--- src/inc/mrs_defines.vh ---
// Timing constants and reset values for motor restart supervision.
`ifndef MRS_DEFINES_VH
`define MRS_DEFINES_VH
`define MRS_CLK_MHZ           250
`define MRS_TICK_US           1000
`define MRS_TICK_CYCLES       (`MRS_TICK_US * `MRS_CLK_MHZ)
`define MRS_HOT_PERMIL        10'd500
`define MRS_LOWV_MS           100
`define MRS_REAC_WIN_MS       5000
`define MRS_ROTOR_STOP_S      3000
`define MRS_ROTOR_STOP_MS     (`MRS_ROTOR_STOP_S * 1000)
`define MRS_RESID_LIMIT_MV    16'd10000
`define MRS_AR_IDLE           3'd0
`define MRS_AR_MEDIUM         3'd1
`define MRS_AR_SHED           3'd2
`define MRS_AR_CLOSE          3'd3
`endif

--- src/core/mrs_supervisor.v ---
// Motor start, anti-backspin, dip classification and automatic restart supervision.
// Overview of operation
// Thermal state above half means hot start.
// Run time counts while breaker stays closed.
// Locked rotor element works only when enabled.
// Residual wiring uses voltage check, else timer.
// Residual wiring: stop delay after voltage low.
// Other wiring: stop delay from trip, blocks restart.
// Dips classed short, medium, long by settings.
// Short dip while running forces reacceleration, no trip.
// Dip over 100 ms inhibits stall on recovery.
// Reacceleration window 5 s keeps start protection.
// Reacceleration off during start, needs breaker status.
// Auto restart armed only by dip trip.
// Nonzero medium window starts after dip trip.
// Supply back in window closes, else deactivate.
// Nonzero stagger delay postpones close order.
// Timers count ticks, clear when cause withdrawn.
// Trip when voltage not restored by short time.
//
// The implementer's own choices: the plain strobed port and the placing of the registers.
`timescale 1ns/10ps
`include "mrs_defines.vh"
module mrs_supervisor #(
  parameter integer TICK_CYCLES   = `MRS_TICK_CYCLES,
  parameter integer ROTOR_STOP_MS = `MRS_ROTOR_STOP_MS,
  parameter integer LOWV_MS       = `MRS_LOWV_MS,
  parameter integer REAC_WIN_MS   = `MRS_REAC_WIN_MS,
  parameter integer TW            = 24
) (
  input  wire          ref_clk,
  input  wire          reset_n,
  input  wire [9:0]    thermal_permil,
  input  wire          breaker_closed_pin,
  input  wire          starting,
  input  wire [15:0]   phase_current,
  input  wire [15:0]   start_current_threshold,
  input  wire [TW-1:0] stall_delay,
  input  wire          locked_rotor_enable,
  input  wire          protection_trip,
  input  wire          transformer_wiring_select,
  input  wire [15:0]   residual_voltage_mv,
  input  wire [15:0]   residual_voltage_limit,
  input  wire [TW-1:0] rotor_stop_delay,
  input  wire          supply_below_dip,
  input  wire          supply_restored,
  input  wire [TW-1:0] short_dip_time,
  input  wire [TW-1:0] medium_restart_window,
  input  wire [TW-1:0] staggered_restart_delay,
  input  wire          auto_restart_enable,
  input  wire          write_strobe,
  input  wire          read_strobe,
  input  wire [3:0]    address,
  input  wire [31:0]   write_data,
  output reg  [31:0]   read_data,
  output reg           hot_start,
  output reg           locked_rotor_trip,
  output reg           restart_blocked,
  output reg           dip_trip,
  output reg           force_reaccel,
  output reg           stall_inhibit,
  output reg           reaccel_seen,
  output reg           close_order,
  output reg  [1:0]    dip_class
);
  localparam [3:0] A_RUNTIME = 4'h0;
  localparam [3:0] A_STATUS  = 4'h1;
  localparam [3:0] A_CLEAR   = 4'h2;

  // Three-stage pin synchroniser; the second and third stages must agree.
  reg [2:0] brk_sync;
  reg       brk;
  always @(posedge ref_clk or negedge reset_n)
    if (!reset_n)
    begin
      brk_sync <= 3'b000;
      brk      <= 1'b0;
    end
    else
    begin
      brk_sync <= {brk_sync[1:0], breaker_closed_pin};
      if (brk_sync[1] == brk_sync[2])
        brk <= brk_sync[2];
    end

  // Millisecond tick shared by every delay timer.
  reg [31:0] pre;
  wire       tick = (pre == TICK_CYCLES - 1);
  always @(posedge ref_clk or negedge reset_n)
    if (!reset_n)
      pre <= 32'h0;
    else
      pre <= tick ? 32'h0 : pre + 32'h1;

  reg [31:0] run_time;
  reg        brk_q;
  reg [TW-1:0] lr_cnt, stop_cnt, dip_cnt, win_cnt, reac_cnt, ar_cnt;
  reg        tripped_q, was_running, dip_long, reac_arm;
  reg [2:0]  ar_state;
  wire       trip_rise = protection_trip & ~tripped_q;
  wire       resid_low = residual_voltage_mv < residual_voltage_limit;
  wire       stop_run  = transformer_wiring_select ? resid_low : 1'b1;
  wire       lr_cond   = locked_rotor_enable & (phase_current > start_current_threshold);

  always @(posedge ref_clk or negedge reset_n)
    if (!reset_n)
    begin
      hot_start         <= 1'b0;
      run_time          <= 32'h0;
      brk_q             <= 1'b0;
      lr_cnt            <= {TW{1'b0}};
      locked_rotor_trip <= 1'b0;
      stop_cnt          <= {TW{1'b0}};
      restart_blocked   <= 1'b0;
      tripped_q         <= 1'b0;
      dip_cnt           <= {TW{1'b0}};
      dip_trip          <= 1'b0;
      dip_class         <= 2'b00;
      was_running       <= 1'b0;
      dip_long          <= 1'b0;
      force_reaccel     <= 1'b0;
      stall_inhibit     <= 1'b0;
      reac_arm          <= 1'b0;
      reac_cnt          <= {TW{1'b0}};
      reaccel_seen      <= 1'b0;
      ar_state          <= `MRS_AR_IDLE;
      ar_cnt            <= {TW{1'b0}};
      win_cnt           <= {TW{1'b0}};
      close_order       <= 1'b0;
    end
    else
    begin
      tripped_q <= protection_trip;
      brk_q <= brk;
      if (thermal_permil > `MRS_HOT_PERMIL)
        hot_start <= 1'b1;
      else if (thermal_permil < `MRS_HOT_PERMIL)
        hot_start <= 1'b0;
      if (brk & ~brk_q)
        run_time <= 32'h0;
      else if (brk & tick)
        run_time <= run_time + 32'h1;
      // Locked rotor element timed by the stall delay.
      if (!lr_cond)
        lr_cnt <= {TW{1'b0}};
      else if (tick && lr_cnt != stall_delay)
        lr_cnt <= lr_cnt + 1'b1;
      locked_rotor_trip <= lr_cond & (lr_cnt == stall_delay);
      // Anti-backspin: block from trip until rotor stop delay expires.
      if (trip_rise | dip_trip)
      begin
        restart_blocked <= 1'b1;
        stop_cnt <= {TW{1'b0}};
      end
      else if (restart_blocked)
      begin
        if (!stop_run)
          stop_cnt <= {TW{1'b0}};
        else if (stop_cnt >= rotor_stop_delay)
          restart_blocked <= 1'b0;
        else if (tick)
          stop_cnt <= stop_cnt + 1'b1;
      end
      // Dip duration measurement and classification.
      force_reaccel <= 1'b0;
      dip_trip <= 1'b0;
      if (supply_below_dip)
      begin
        if (dip_cnt == {TW{1'b0}})
          was_running <= brk;
        if (tick && dip_cnt != {TW{1'b1}})
          dip_cnt <= dip_cnt + 1'b1;
        if (dip_cnt >= LOWV_MS)
          dip_long <= 1'b1;
        if (dip_cnt == short_dip_time && tick && brk)
        begin
          dip_trip <= 1'b1;
          dip_class <= 2'd2;
        end
        else if (dip_cnt < short_dip_time)
          dip_class <= 2'd1;
      end
      else if (supply_restored && dip_cnt != {TW{1'b0}})
      begin
        dip_cnt <= {TW{1'b0}};
        dip_long <= 1'b0;
        if (dip_cnt < short_dip_time && was_running)
          force_reaccel <= 1'b1;
        if (dip_long && brk && !starting && dip_cnt < short_dip_time)
        begin
          stall_inhibit <= 1'b1;
          reac_arm <= 1'b1;
          reac_cnt <= {TW{1'b0}};
        end
      end
      // Reacceleration window.
      if (reac_arm)
      begin
        if (starting || !brk)
        begin
          reac_arm <= 1'b0;
          stall_inhibit <= 1'b0;
        end
        else if (phase_current > start_current_threshold)
          reaccel_seen <= 1'b1;
        if (tick)
          reac_cnt <= reac_cnt + 1'b1;
        if (reac_cnt >= REAC_WIN_MS)
        begin
          reac_arm <= 1'b0;
          stall_inhibit <= 1'b0;
        end
      end
      else
        reaccel_seen <= 1'b0;
      // Automatic restart sequencer.
      close_order <= 1'b0;
      case (ar_state)
        `MRS_AR_IDLE:
          if (dip_trip && auto_restart_enable && medium_restart_window != {TW{1'b0}})
          begin
            ar_state <= `MRS_AR_MEDIUM;
            win_cnt <= {TW{1'b0}};
            dip_class <= 2'd2;
          end
        `MRS_AR_MEDIUM:
          if (supply_restored && !supply_below_dip)
          begin
            ar_cnt <= {TW{1'b0}};
            ar_state <= (staggered_restart_delay != {TW{1'b0}}) ? `MRS_AR_SHED
                        : `MRS_AR_CLOSE;
            if (staggered_restart_delay != {TW{1'b0}})
              dip_class <= 2'd3;
          end
          else if (win_cnt >= medium_restart_window)
            ar_state <= `MRS_AR_IDLE;
          else if (tick)
            win_cnt <= win_cnt + 1'b1;
        `MRS_AR_SHED:
          if (supply_below_dip)
            ar_state <= `MRS_AR_MEDIUM;
          else if (ar_cnt >= staggered_restart_delay)
            ar_state <= `MRS_AR_CLOSE;
          else if (tick)
            ar_cnt <= ar_cnt + 1'b1;
        `MRS_AR_CLOSE:
          if (!restart_blocked)
          begin
            close_order <= 1'b1;
            ar_state <= `MRS_AR_IDLE;
          end
        default:
          ar_state <= `MRS_AR_IDLE;
      endcase
      // A disabled restart must never leave a close order behind.
      if (!auto_restart_enable)
      begin
        ar_state    <= `MRS_AR_IDLE;
        close_order <= 1'b0;
      end
    end

  // Register port: run time and status, read data one cycle after the strobe.
  always @(posedge ref_clk or negedge reset_n)
    if (!reset_n)
      read_data <= 32'h0;
    else if (read_strobe)
    begin
      case (address)
        A_RUNTIME: read_data <= run_time;
        A_STATUS:  read_data <= {21'h0, ar_state, dip_class, restart_blocked,
                                 stall_inhibit, reaccel_seen, hot_start, brk, 1'b0};
        default:   read_data <= 32'h0;
      endcase
    end
    else
      read_data <= 32'h0;
endmodule

--- config.mk ---
export PLATFORM = sky130hd
export DESIGN_NAME = mrs_supervisor
export DESIGN_NICKNAME = d
export VERILOG_FILES = /design/src/core/mrs_supervisor.v
export VERILOG_INCLUDE_DIRS = /design/src /design/src/inc
export SDC_FILE = /design/constraint.sdc
export NUM_CORES = 1
export LEC_CHECK = 0
export ABC_AREA = 1
export BUFFER_PORTS_ARGS = -buffer_cell sky130_fd_sc_hd__buf_2
export CAP_MARGIN = 20
export CORE_MARGIN = 3
export CORE_UTILIZATION = 34
export CTS_BUF_LIST = sky130_fd_sc_hd__clkbuf_8 sky130_fd_sc_hd__clkbuf_16
export CTS_CLUSTER_DIAMETER = 120
export DETAILED_ROUTE_END_ITERATION = 12
export PLACE_DENSITY = 0.55
export SYNTH_ARGS = -nofsm -noshare
export SYNTH_HDL_FRONTEND = slang
export SYNTH_SLANG_ARGS = --single-unit
--- constraint.sdc ---
create_clock -name ref_clk -period 1.9 [get_ports ref_clk]
set_input_delay 0.38 -clock ref_clk [delete_from_list [all_inputs] [get_ports ref_clk]]
set_output_delay 0.38 -clock ref_clk [all_outputs]
set_load 0.005 [all_outputs]
# Yosys cells after proc, flatten, opt, wreduce, memory -nomap -nowiden
# Index checks and enable logic that the tools add are counted.
dict set report classes {
  addsub 8
  n_lt_le_gt_ge 10
  n_eq_ne 29
  mux 79
  n_bitwise 8
  n_reduce_logical 36
}
# op n
set op_table {}
lappend op_table {{2-to-1 mux 24 bit} 23}
lappend op_table {{adder 24 x 1 -> 24 bit, second input constant} 6}
lappend op_table {{2-to-1 mux 32 bit} 4}
lappend op_table {{case mux 24 bit (2 select lines)} 2}
lappend op_table {{greater-or-equal comparator 24 bit} 3}
lappend op_table {{nonzero test 24 bit} 3}
lappend op_table {{adder 32 x 1 -> 32 bit, second input constant} 2}
lappend op_table {{case mux 32 bit (2 select lines)} 1}
lappend op_table {{equality test 24 bit} 2}
lappend op_table {{2-to-1 mux 1 bit} 34}
lappend op_table {{equality test 32 x 18 -> 1 bit, second input constant} 1}
lappend op_table {{greater-or-equal comparator 24 x 13 -> 1 bit, second input constant} 1}
lappend op_table {{greater-or-equal comparator 24 x 7 -> 1 bit, second input constant} 1}
lappend op_table {{logical NOT 24 bit} 1}
lappend op_table {{< comparator 24 bit} 1}
lappend op_table {{inequality test 24 bit} 1}
lappend op_table {{inequality test 24 bit, second input constant} 1}
lappend op_table {{2-to-1 mux 3 bit} 7}
lappend op_table {{inequality test 2 bit, second input constant} 9}
lappend op_table {{greater-than comparator 16 bit} 1}
lappend op_table {{< comparator 16 bit} 1}
lappend op_table {{logical AND 1 bit} 12}
lappend op_table {{2-to-1 mux 2 bit} 6}
lappend op_table {{case mux 3 bit (4 select lines)} 1}
lappend op_table {{23 further kinds} 46}
dict set report totals {
  register_bits 262
  inputBits 242
  wordCells 196
}

# Logic depth before layout (Yosys ltp)
# Gate-level depths: netlist (run 1).
dict set report depth {
  ltp_word 9
  depth_mapped 17
  mapped_depth_nobuf 16
}

# Least setup slack after synthesis (run 1)
# OpenSTA, ideal clock, no wires.
dict set report synth_timing {
  path_type {input to register}
  start {in start_current_threshold[3]}
  end {reg lr_cnt[21]}
  setup_ns 0.118
  t_arrival_ns 1.897
  required_time_ns 1.782
  slack_ns -0.115
  stages 12
  path_buffers 1
  cell_sequence {inv_1 > ha_1 > a21oi_1 > a21boi_0 > nor2_1 > o21ai_0 > nand3_1 > nand3_1 > clkinv_1 > clkbuf_1 > nand3b_1 > nand2_1}
}
dict set report synth_between {
  elab_chain_len 3
}
# item line
set synth_rtl {}
lappend synth_rtl {{start: declaration} mrs_supervisor.v:37} ;# input wire [15:0] start_current_threshold,
lappend synth_rtl {{greater-than comparator 16 bit *} mrs_supervisor.v:103} ;# wire lr_cond = locked_rotor_enable & (phase_current > start_current_threshold);
lappend synth_rtl {{AND 1 bit *} mrs_supervisor.v:103}
lappend synth_rtl {{inequality test 2 x 1 -> 1 bit (no line) or 2-to-1 mux 24 bit (tied branches)} --}
lappend synth_rtl {{end signal: assignment} mrs_supervisor.v:111} ;# lr_cnt <= {TW{1'b0}};
lappend synth_rtl {{end signal: assignment} mrs_supervisor.v:145} ;# lr_cnt <= {TW{1'b0}};
lappend synth_rtl {{end signal: assignment} mrs_supervisor.v:147} ;# lr_cnt <= lr_cnt + 1'b1;
lappend synth_rtl {{end: declaration} mrs_supervisor.v:97} ;# reg [TW-1:0] lr_cnt, stop_cnt, dip_cnt, win_cnt, reac_cnt, ar_cnt;
# Every way passes the cells marked *; elsewhere a longest branch is shown, timed or not.
# A chain may end at the register's enable or synchronous reset.

# Final worst setup path (run 1)
dict set report layout_timing {
  start {reg stop_cnt[7]}
  end {reg stop_cnt[9]}
}
dict set report layout_between {
  elab_chain_len 6
}
# item line
set layout_rtl {}
lappend layout_rtl {{start: declaration} mrs_supervisor.v:97}
lappend layout_rtl {{start signal: assignment} mrs_supervisor.v:113} ;# stop_cnt <= {TW{1'b0}};
lappend layout_rtl {{start signal: assignment} mrs_supervisor.v:153} ;# stop_cnt <= {TW{1'b0}};
lappend layout_rtl {{start signal: assignment} mrs_supervisor.v:158} ;# stop_cnt <= {TW{1'b0}};
lappend layout_rtl {{adder 24 x 1 -> 24 bit} mrs_supervisor.v:162} ;# stop_cnt <= stop_cnt + 1'b1;
lappend layout_rtl {{2-to-1 mux 24 bit} mrs_supervisor.v:161} ;# else if (tick)
lappend layout_rtl {{2-to-1 mux 24 bit} mrs_supervisor.v:159} ;# else if (stop_cnt >= rotor_stop_delay)
lappend layout_rtl {{2-to-1 mux 24 bit} mrs_supervisor.v:157} ;# if (!stop_run)
lappend layout_rtl {{2-to-1 mux 24 bit} mrs_supervisor.v:155} ;# else if (restart_blocked)
lappend layout_rtl {{2-to-1 mux 24 bit} mrs_supervisor.v:150} ;# if (trip_rise | dip_trip)
# Parallel ways exist; a longest one is shown, timed or not. The select of a mux whose other input is x is not followed.

==> metrics.yaml, run 1 <==
outcome: "finished with violations"
failed_checks: "negative setup slack"
synthCells: 2689
worst_setup_path_end_kind: "flip-flop"
fin_crit_sh_pct: 114
synth_edf_count: 0
setup_viol: 161
worst_slew_pin_slew_ns: 0.652
io_pins: 284
r2r-start: "stop_cnt[7]"
hold_path.class: "input pin to flip-flop"
routedWlPerCell_um: 16.3
synthFlopType: "dfrtp_1"
worst_ep_required_time_ns: 2.32
worstSetupStartpointType: "flip-flop"
final_hold_viol_count: 0
synth_area_leaders: "dfrtp_1, nand2_1, ha_1"
viasPerCell: 4.97
syn-cell-area_mm2: 0.0191
post_dp_cell_area_mm2: 0.0235
vias: 20300
layout_setup_ws_ns: -0.262
crit_arrival_ns: 2.58
clock-sinks: 261
ant_nets: 0
synth_top_area_cell: "dfrtp_1"
synth_cell_types: 51
ir_drop_mv: 0.630
power_leakage_uw: 0.0139
num-fill-cells: 5354
clock_latency_ns: 0.55
multi_input_area_mm2: 0.0129
final_max_slew_viol_count: 0
fin_setup_tns_ns: -22.75
core_area_mm2: 0.0553
place.gp.congestion: 0.950
synth-seq-cells: 261
dp_hpwl_um: 47900
synth_top_area_share_pct: 34.2
power_density_mw_per_mm2: 730
grt_pass1_vias: 20300
drt_iter0_drc: 1290
worstPathMaxFanout: 6
grt.overflow.total: 0
max_cap_viol_count: 0
clockRootBuffer: "clkbuf_16"
htreeDepth: 2
synthArstFlopShare_pct: 100
yosys_warnings: 0
track_usage_pct: 21.7
nets: 3678
antenna_found_initial: 1
cts_tree: "done"
synthTopCellsByCount: "nand2_1, inv_1, nor2_1"
die_w_um: 243
areaGrowthSynthToFinish_pct: 47.7
total_power_uw: 20600
period_minus_slack_ns: 2.16
cp-startpoint: "stop_cnt[7]"
synth_nets: 3068
placed_cells: 3924
fp-row-count: 86
fin_cells: 4074
grt_pass1_wl_um: 105000
ys_seq_area_share_pct: 34.2
hold_start: "thermal_permil[9]"
max_freq_mhz: 462
stdcell_area_mm2: 0.0282
die-height_um: 243
path_clk_slew_ns: 0.06
numPortBuffers: 250
design.die.area_mm2: 0.0590
cts_buffers: 35
wirelength_um: 66500
grt_max_degree: 49
rsz0062_at_grt: "yes"
drive_gt1_share_pct: 32.8
clockBufferDepth: 3
finalClockSkew_ns: 0.0207
crit_type: "flip-flop to flip-flop"
synth.most_common_cell: "nand2_1"
initial_core_util_pct: 34.5
slew-limit-headroom_pct: 56.5
synth_area_per_cell_um2: 7.10
seqCellArea_mm2: 0.00654
drt_pass1_iterations: 5
drc: 0
## sequential cells by signal (all words and copies together) (netlist names), 2 cells and up
register   flops
run_time      32
reac_cnt      24
dip_cnt       24
dip_class      2
win_cnt       24
ar_cnt        24
lr_cnt        24
pre           32
read_data     32
ar_state       2
brk_sync       3
stop_cnt      24
## per-stage QoR
step	hold WS [ns]	setup slack, ns	utilization, %
after floorplan	0.0844	-0.00194	-
after global routing	0.0375	-0.341	51.0
after CTS	0.0156	-0.215	48.5
final	0.0434	-0.262	51.0
after global placement	0.301	-0.516	42.5
after detailed placement	0.299	-0.584	42.5
## worst paths after layout
kind	slack (ns)	end	cells after the start
min in group asynchronous	0.34	ar_cnt[2]	2
min	0.04	hot_start	3
max	-0.26	stop_cnt[9]	12
max reg2reg	-0.26	stop_cnt[9]	12
max in group asynchronous	0.95	read_data[30]	3
min reg2reg	0.35	brk_sync[1]	0
## cell families (layout without fill, tap and decap cells)
kind of cell	Yosys count	in the layout	synth area share [%]
simple gates	1482	1485	34.0
buf+inv	435	1068	9.02
flops	261	261	34.2
compound gates	211	211	6.32
xor+xnor	162	162	7.43
fa+ha+maj	138	138	9.03
other cells	0	1	0
## timing repair
action                                  4_1_cts  5_1_grt
gates cloned                                 25       12
hold buffers                                  3        0
resized for setup                           300      315
endpoints found under the setup margin      196      196
buffers inserted                             45       29
hold endpoints to repair                     28        0
pin swaps                                    49      127
## critical path: stages (launching register included)
cell,delay [ns]
dfrtp_1,0.38
ha_1,0.30
a21o_1,0.17
a21oi_2,0.12
nand2_1,0.07
nand2_1,0.07
nand4_1,0.19
buf_4,0.21
nand3_4,0.08
nand3_4,0.13
clkbuf_16,0.20
nand2_2,0.05
nand2_1,0.05
## area by class of cell
class,count,area share [%]
clock buffer,42,3.45
multi-input combinational,1996,45.8
clock inverter,21,0.750
inverter,363,4.96
sequential,261,23.2
timing repair buffer,642,18.5
tap,748,3.32
antenna,1,0.00887
## cell usage in the layout, fill, tap and decap left out, types with 81 or more instances in the layout
cell and n:
ha_1 110, nor2_1 284, dfrtp_1 252, nor3_1 81, inv_1 351, nand2_1 530
nand2_2 90, nand3_1 175, xor2_1 109, buf_2 249, nand4_1 95, buf_4 294
## routing by layer
layer	global-route usage, %	up-vias	share of wire (%)
met4	6.29	0	2.7
met5	0	-	0
met2	36.8	556	48
li1	-	10000	-
met1	28.5	9607	44
met3	3.34	97	5.1
## report_power, final
group / total (uW) / switching (uW) / internal [uW]
sequential: 6540 / 525 / 6020
clock: 6830 / 2640 / 4190
combinational: 7210 / 3920 / 3290
total: 20600 / 7090 / 13500
(Power assumes the default switching activity.)
==> inputs of run 2 (changes only) <==
- PLACE_DENSITY: 0.55 -> default
==> metrics.yaml, run 2 (synthesized netlist as in run 1, its figures left out) <==
outcome: "finished with violations"
failed_checks: "negative setup slack"
top_regs: "pre (32), read_data (32), run_time (32)"
fin_crit_sh_pct: 111  # -3.1 points
numPortBuffers: 250  # unchanged
final_max_slew_viol_count: 0  # unchanged
wirelength_um: 61000  # -8.2%
hold_path.class: "input pin to flip-flop"
vias: 19800  # -2.1%
worstSetupStartpointType: "flip-flop"
viasPerCell: 4.85  # -2.4%
final_common_cell: "nand2_1"
dp_hpwl_um: 43900  # -8.4%
rsz0062_at_grt: "yes"
drc: 0  # unchanged
cts_buffers: 34  # -2.9%
drive_gt1_share_pct: 32.3  # -0.55 points
design.die.area_mm2: 0.0590  # unchanged
finalClockSkew_ns: 0.0233  # +0.00255 ns
post-route-util_pct: 50.5  # -0.44 points
clockRootBuffer: "clkbuf_16"
drt_iter0_drc: 1251  # -3.0%
ir_drop_mv: 0.622  # -1.3%
layout_setup_ws_ns: -0.204  # +0.0586 ns
clock_latency_ns: 0.55  # about the same
whs_ns: 0.0327  # -0.0107 ns
post_dp_cell_area_mm2: 0.0236  # +0.15%
routedWlPerCell_um: 14.9  # -8.5%
num-fill-cells: 5438  # +1.6%
period_minus_slack_ns: 2.10  # -0.0586 ns
final_hold_viol_count: 0  # unchanged
stdcell_area_mm2: 0.0280  # -0.87%
max_cap_viol_count: 0  # unchanged
power_leakage_uw: 0.0138  # -0.97%
setup_viol: 182  # +13%
nets: 3692  # +0.38%
path_clk_slew_ns: 0.06  # about the same
initial_core_util_pct: 34.5  # unchanged
crit_arrival_ns: 2.52  # -0.06 ns
grt_pass1_vias: 19000  # -6.3%
areaGrowthSynthToFinish_pct: 46.4
power_density_mw_per_mm2: 706  # -3.2%
io_pins: 284  # unchanged
slew-limit-headroom_pct: 56.9  # +0.45 points
place.gp.congestion: 0.964  # +1.6%
total_power_uw: 19700  # -4.0%
grt_pass1_wl_um: 96900  # -7.9%
ant_nets: 0  # unchanged
grt_max_degree: 72  # +47%
max_freq_mhz: 475  # +2.8%
clock-sinks: 261  # unchanged
crit_type: "flip-flop to flip-flop"
htreeDepth: 2  # unchanged
cts_tree: "done"
worst_setup_path_end_kind: "flip-flop"
worst_slew_pin_slew_ns: 0.645  # -0.00681 ns
rrSetupSlack_ns: -0.20  # +0.06 ns
antenna_found_initial: 1  # unchanged
layout_common_cells: "nand2_1, inv_1, buf_4"
track_usage_pct: 19.9  # -1.7 points
worstPathMaxFanout: 6  # unchanged
worst_ep_required_time_ns: 2.32  # about the same
clockBufferDepth: 3  # unchanged
fp-row-count: 86  # unchanged
die_w_um: 243  # unchanged
drt_pass1_iterations: 7  # +2
core_area_mm2: 0.0553  # unchanged
die-height_um: 243  # unchanged
grt.overflow.total: 0  # unchanged
[run 2: changes by cell type in the layout (fill, tap and decap cells not counted), moves of 8 or more]
cell	previous run	this run
o21ai_0	21	30
nand2_2	90	75
o31ai_4	11	0
dfrtp_2	9	1
nand2_1	530	557
o21ai_2	43	28
dfrtp_1	252	260
buf_4	294	309
nand2_4	35	25
nand3_2	58	91
nand3_1	175	140
[run 2: through the flow]
step                      setup TNS, ns  instances  setup WS, ns
after floorplan                 -0.0389       2689      -0.00194
after CTS                        -22.85       4064        -0.203
after global placement           -43.58       3932        -0.330
after detailed placement         -48.25       3932        -0.336
final                            -20.89       4087        -0.204
after global routing             -42.15       4087        -0.359
[run 2: power breakdown]
part	internal [uW]	total, uW	switching, uW
Sequential	6020	6560	547
Clock	3690	6270	2580
Combinational	3280	6910	3640
[run 2: final timing paths]
check                                   from     endpoint  cells past startpoint
min reg2reg                      brk_sync[0]  brk_sync[1]                      0
max reg2reg                      win_cnt[21]   win_cnt[9]                     13
max in group asynchronous            reset_n  dip_cnt[10]                      3
min in group asynchronous            reset_n    lr_cnt[4]                      2
max                              win_cnt[21]   win_cnt[9]                     13
min                        thermal_permil[9]    hot_start                      3
[run 2: layout make-up]
cell class	instances	area, um2	share of cell area (%)
multi-input cells	1996	12700	45.5
flip-flops and latches	261	6530	23.4
repair buffers	656	5280	18.9
inverters	363	1390	4.96
clock buffers	41	947	3.39
well taps	748	936	3.35
clock inverters	20	135	0.483
repair inverters	1	7.51	0.0269
diodes	1	2.50	0.00895
[run 2: critical path: stages, from the launching register on]
cell and delay [ns]:
dfrtp_1 0.43, ha_4 0.30, nand2_2 0.06, nor2_4 0.11, nand2_2 0.08, nor4_2 0.16, buf_4 0.17, nand2_4 0.07
nand2_4 0.07, o21ai_4 0.11, buf_12 0.16, buf_8 0.13, nand3_1 0.07, nand2_1 0.05
[run 2: per-layer routing]
layer	up-vias	wire length (um)	global-route usage (%)
met2	487	29000	33.9
met5	-	0	0
met4	0	1640	5.96
met3	91	2910	2.55
met1	9224	27500	26.5
li1	10000	-	-
[run 2: what timing repair did]
action                                 CTS  global route
buffers inserted                        46            27
setup endpoints to repair              189           201
gates resized for setup                299           245
pin swaps                               85            90
endpoints found under the hold margin   91             0
hold buffers                             3             0
cloned                                  24             8
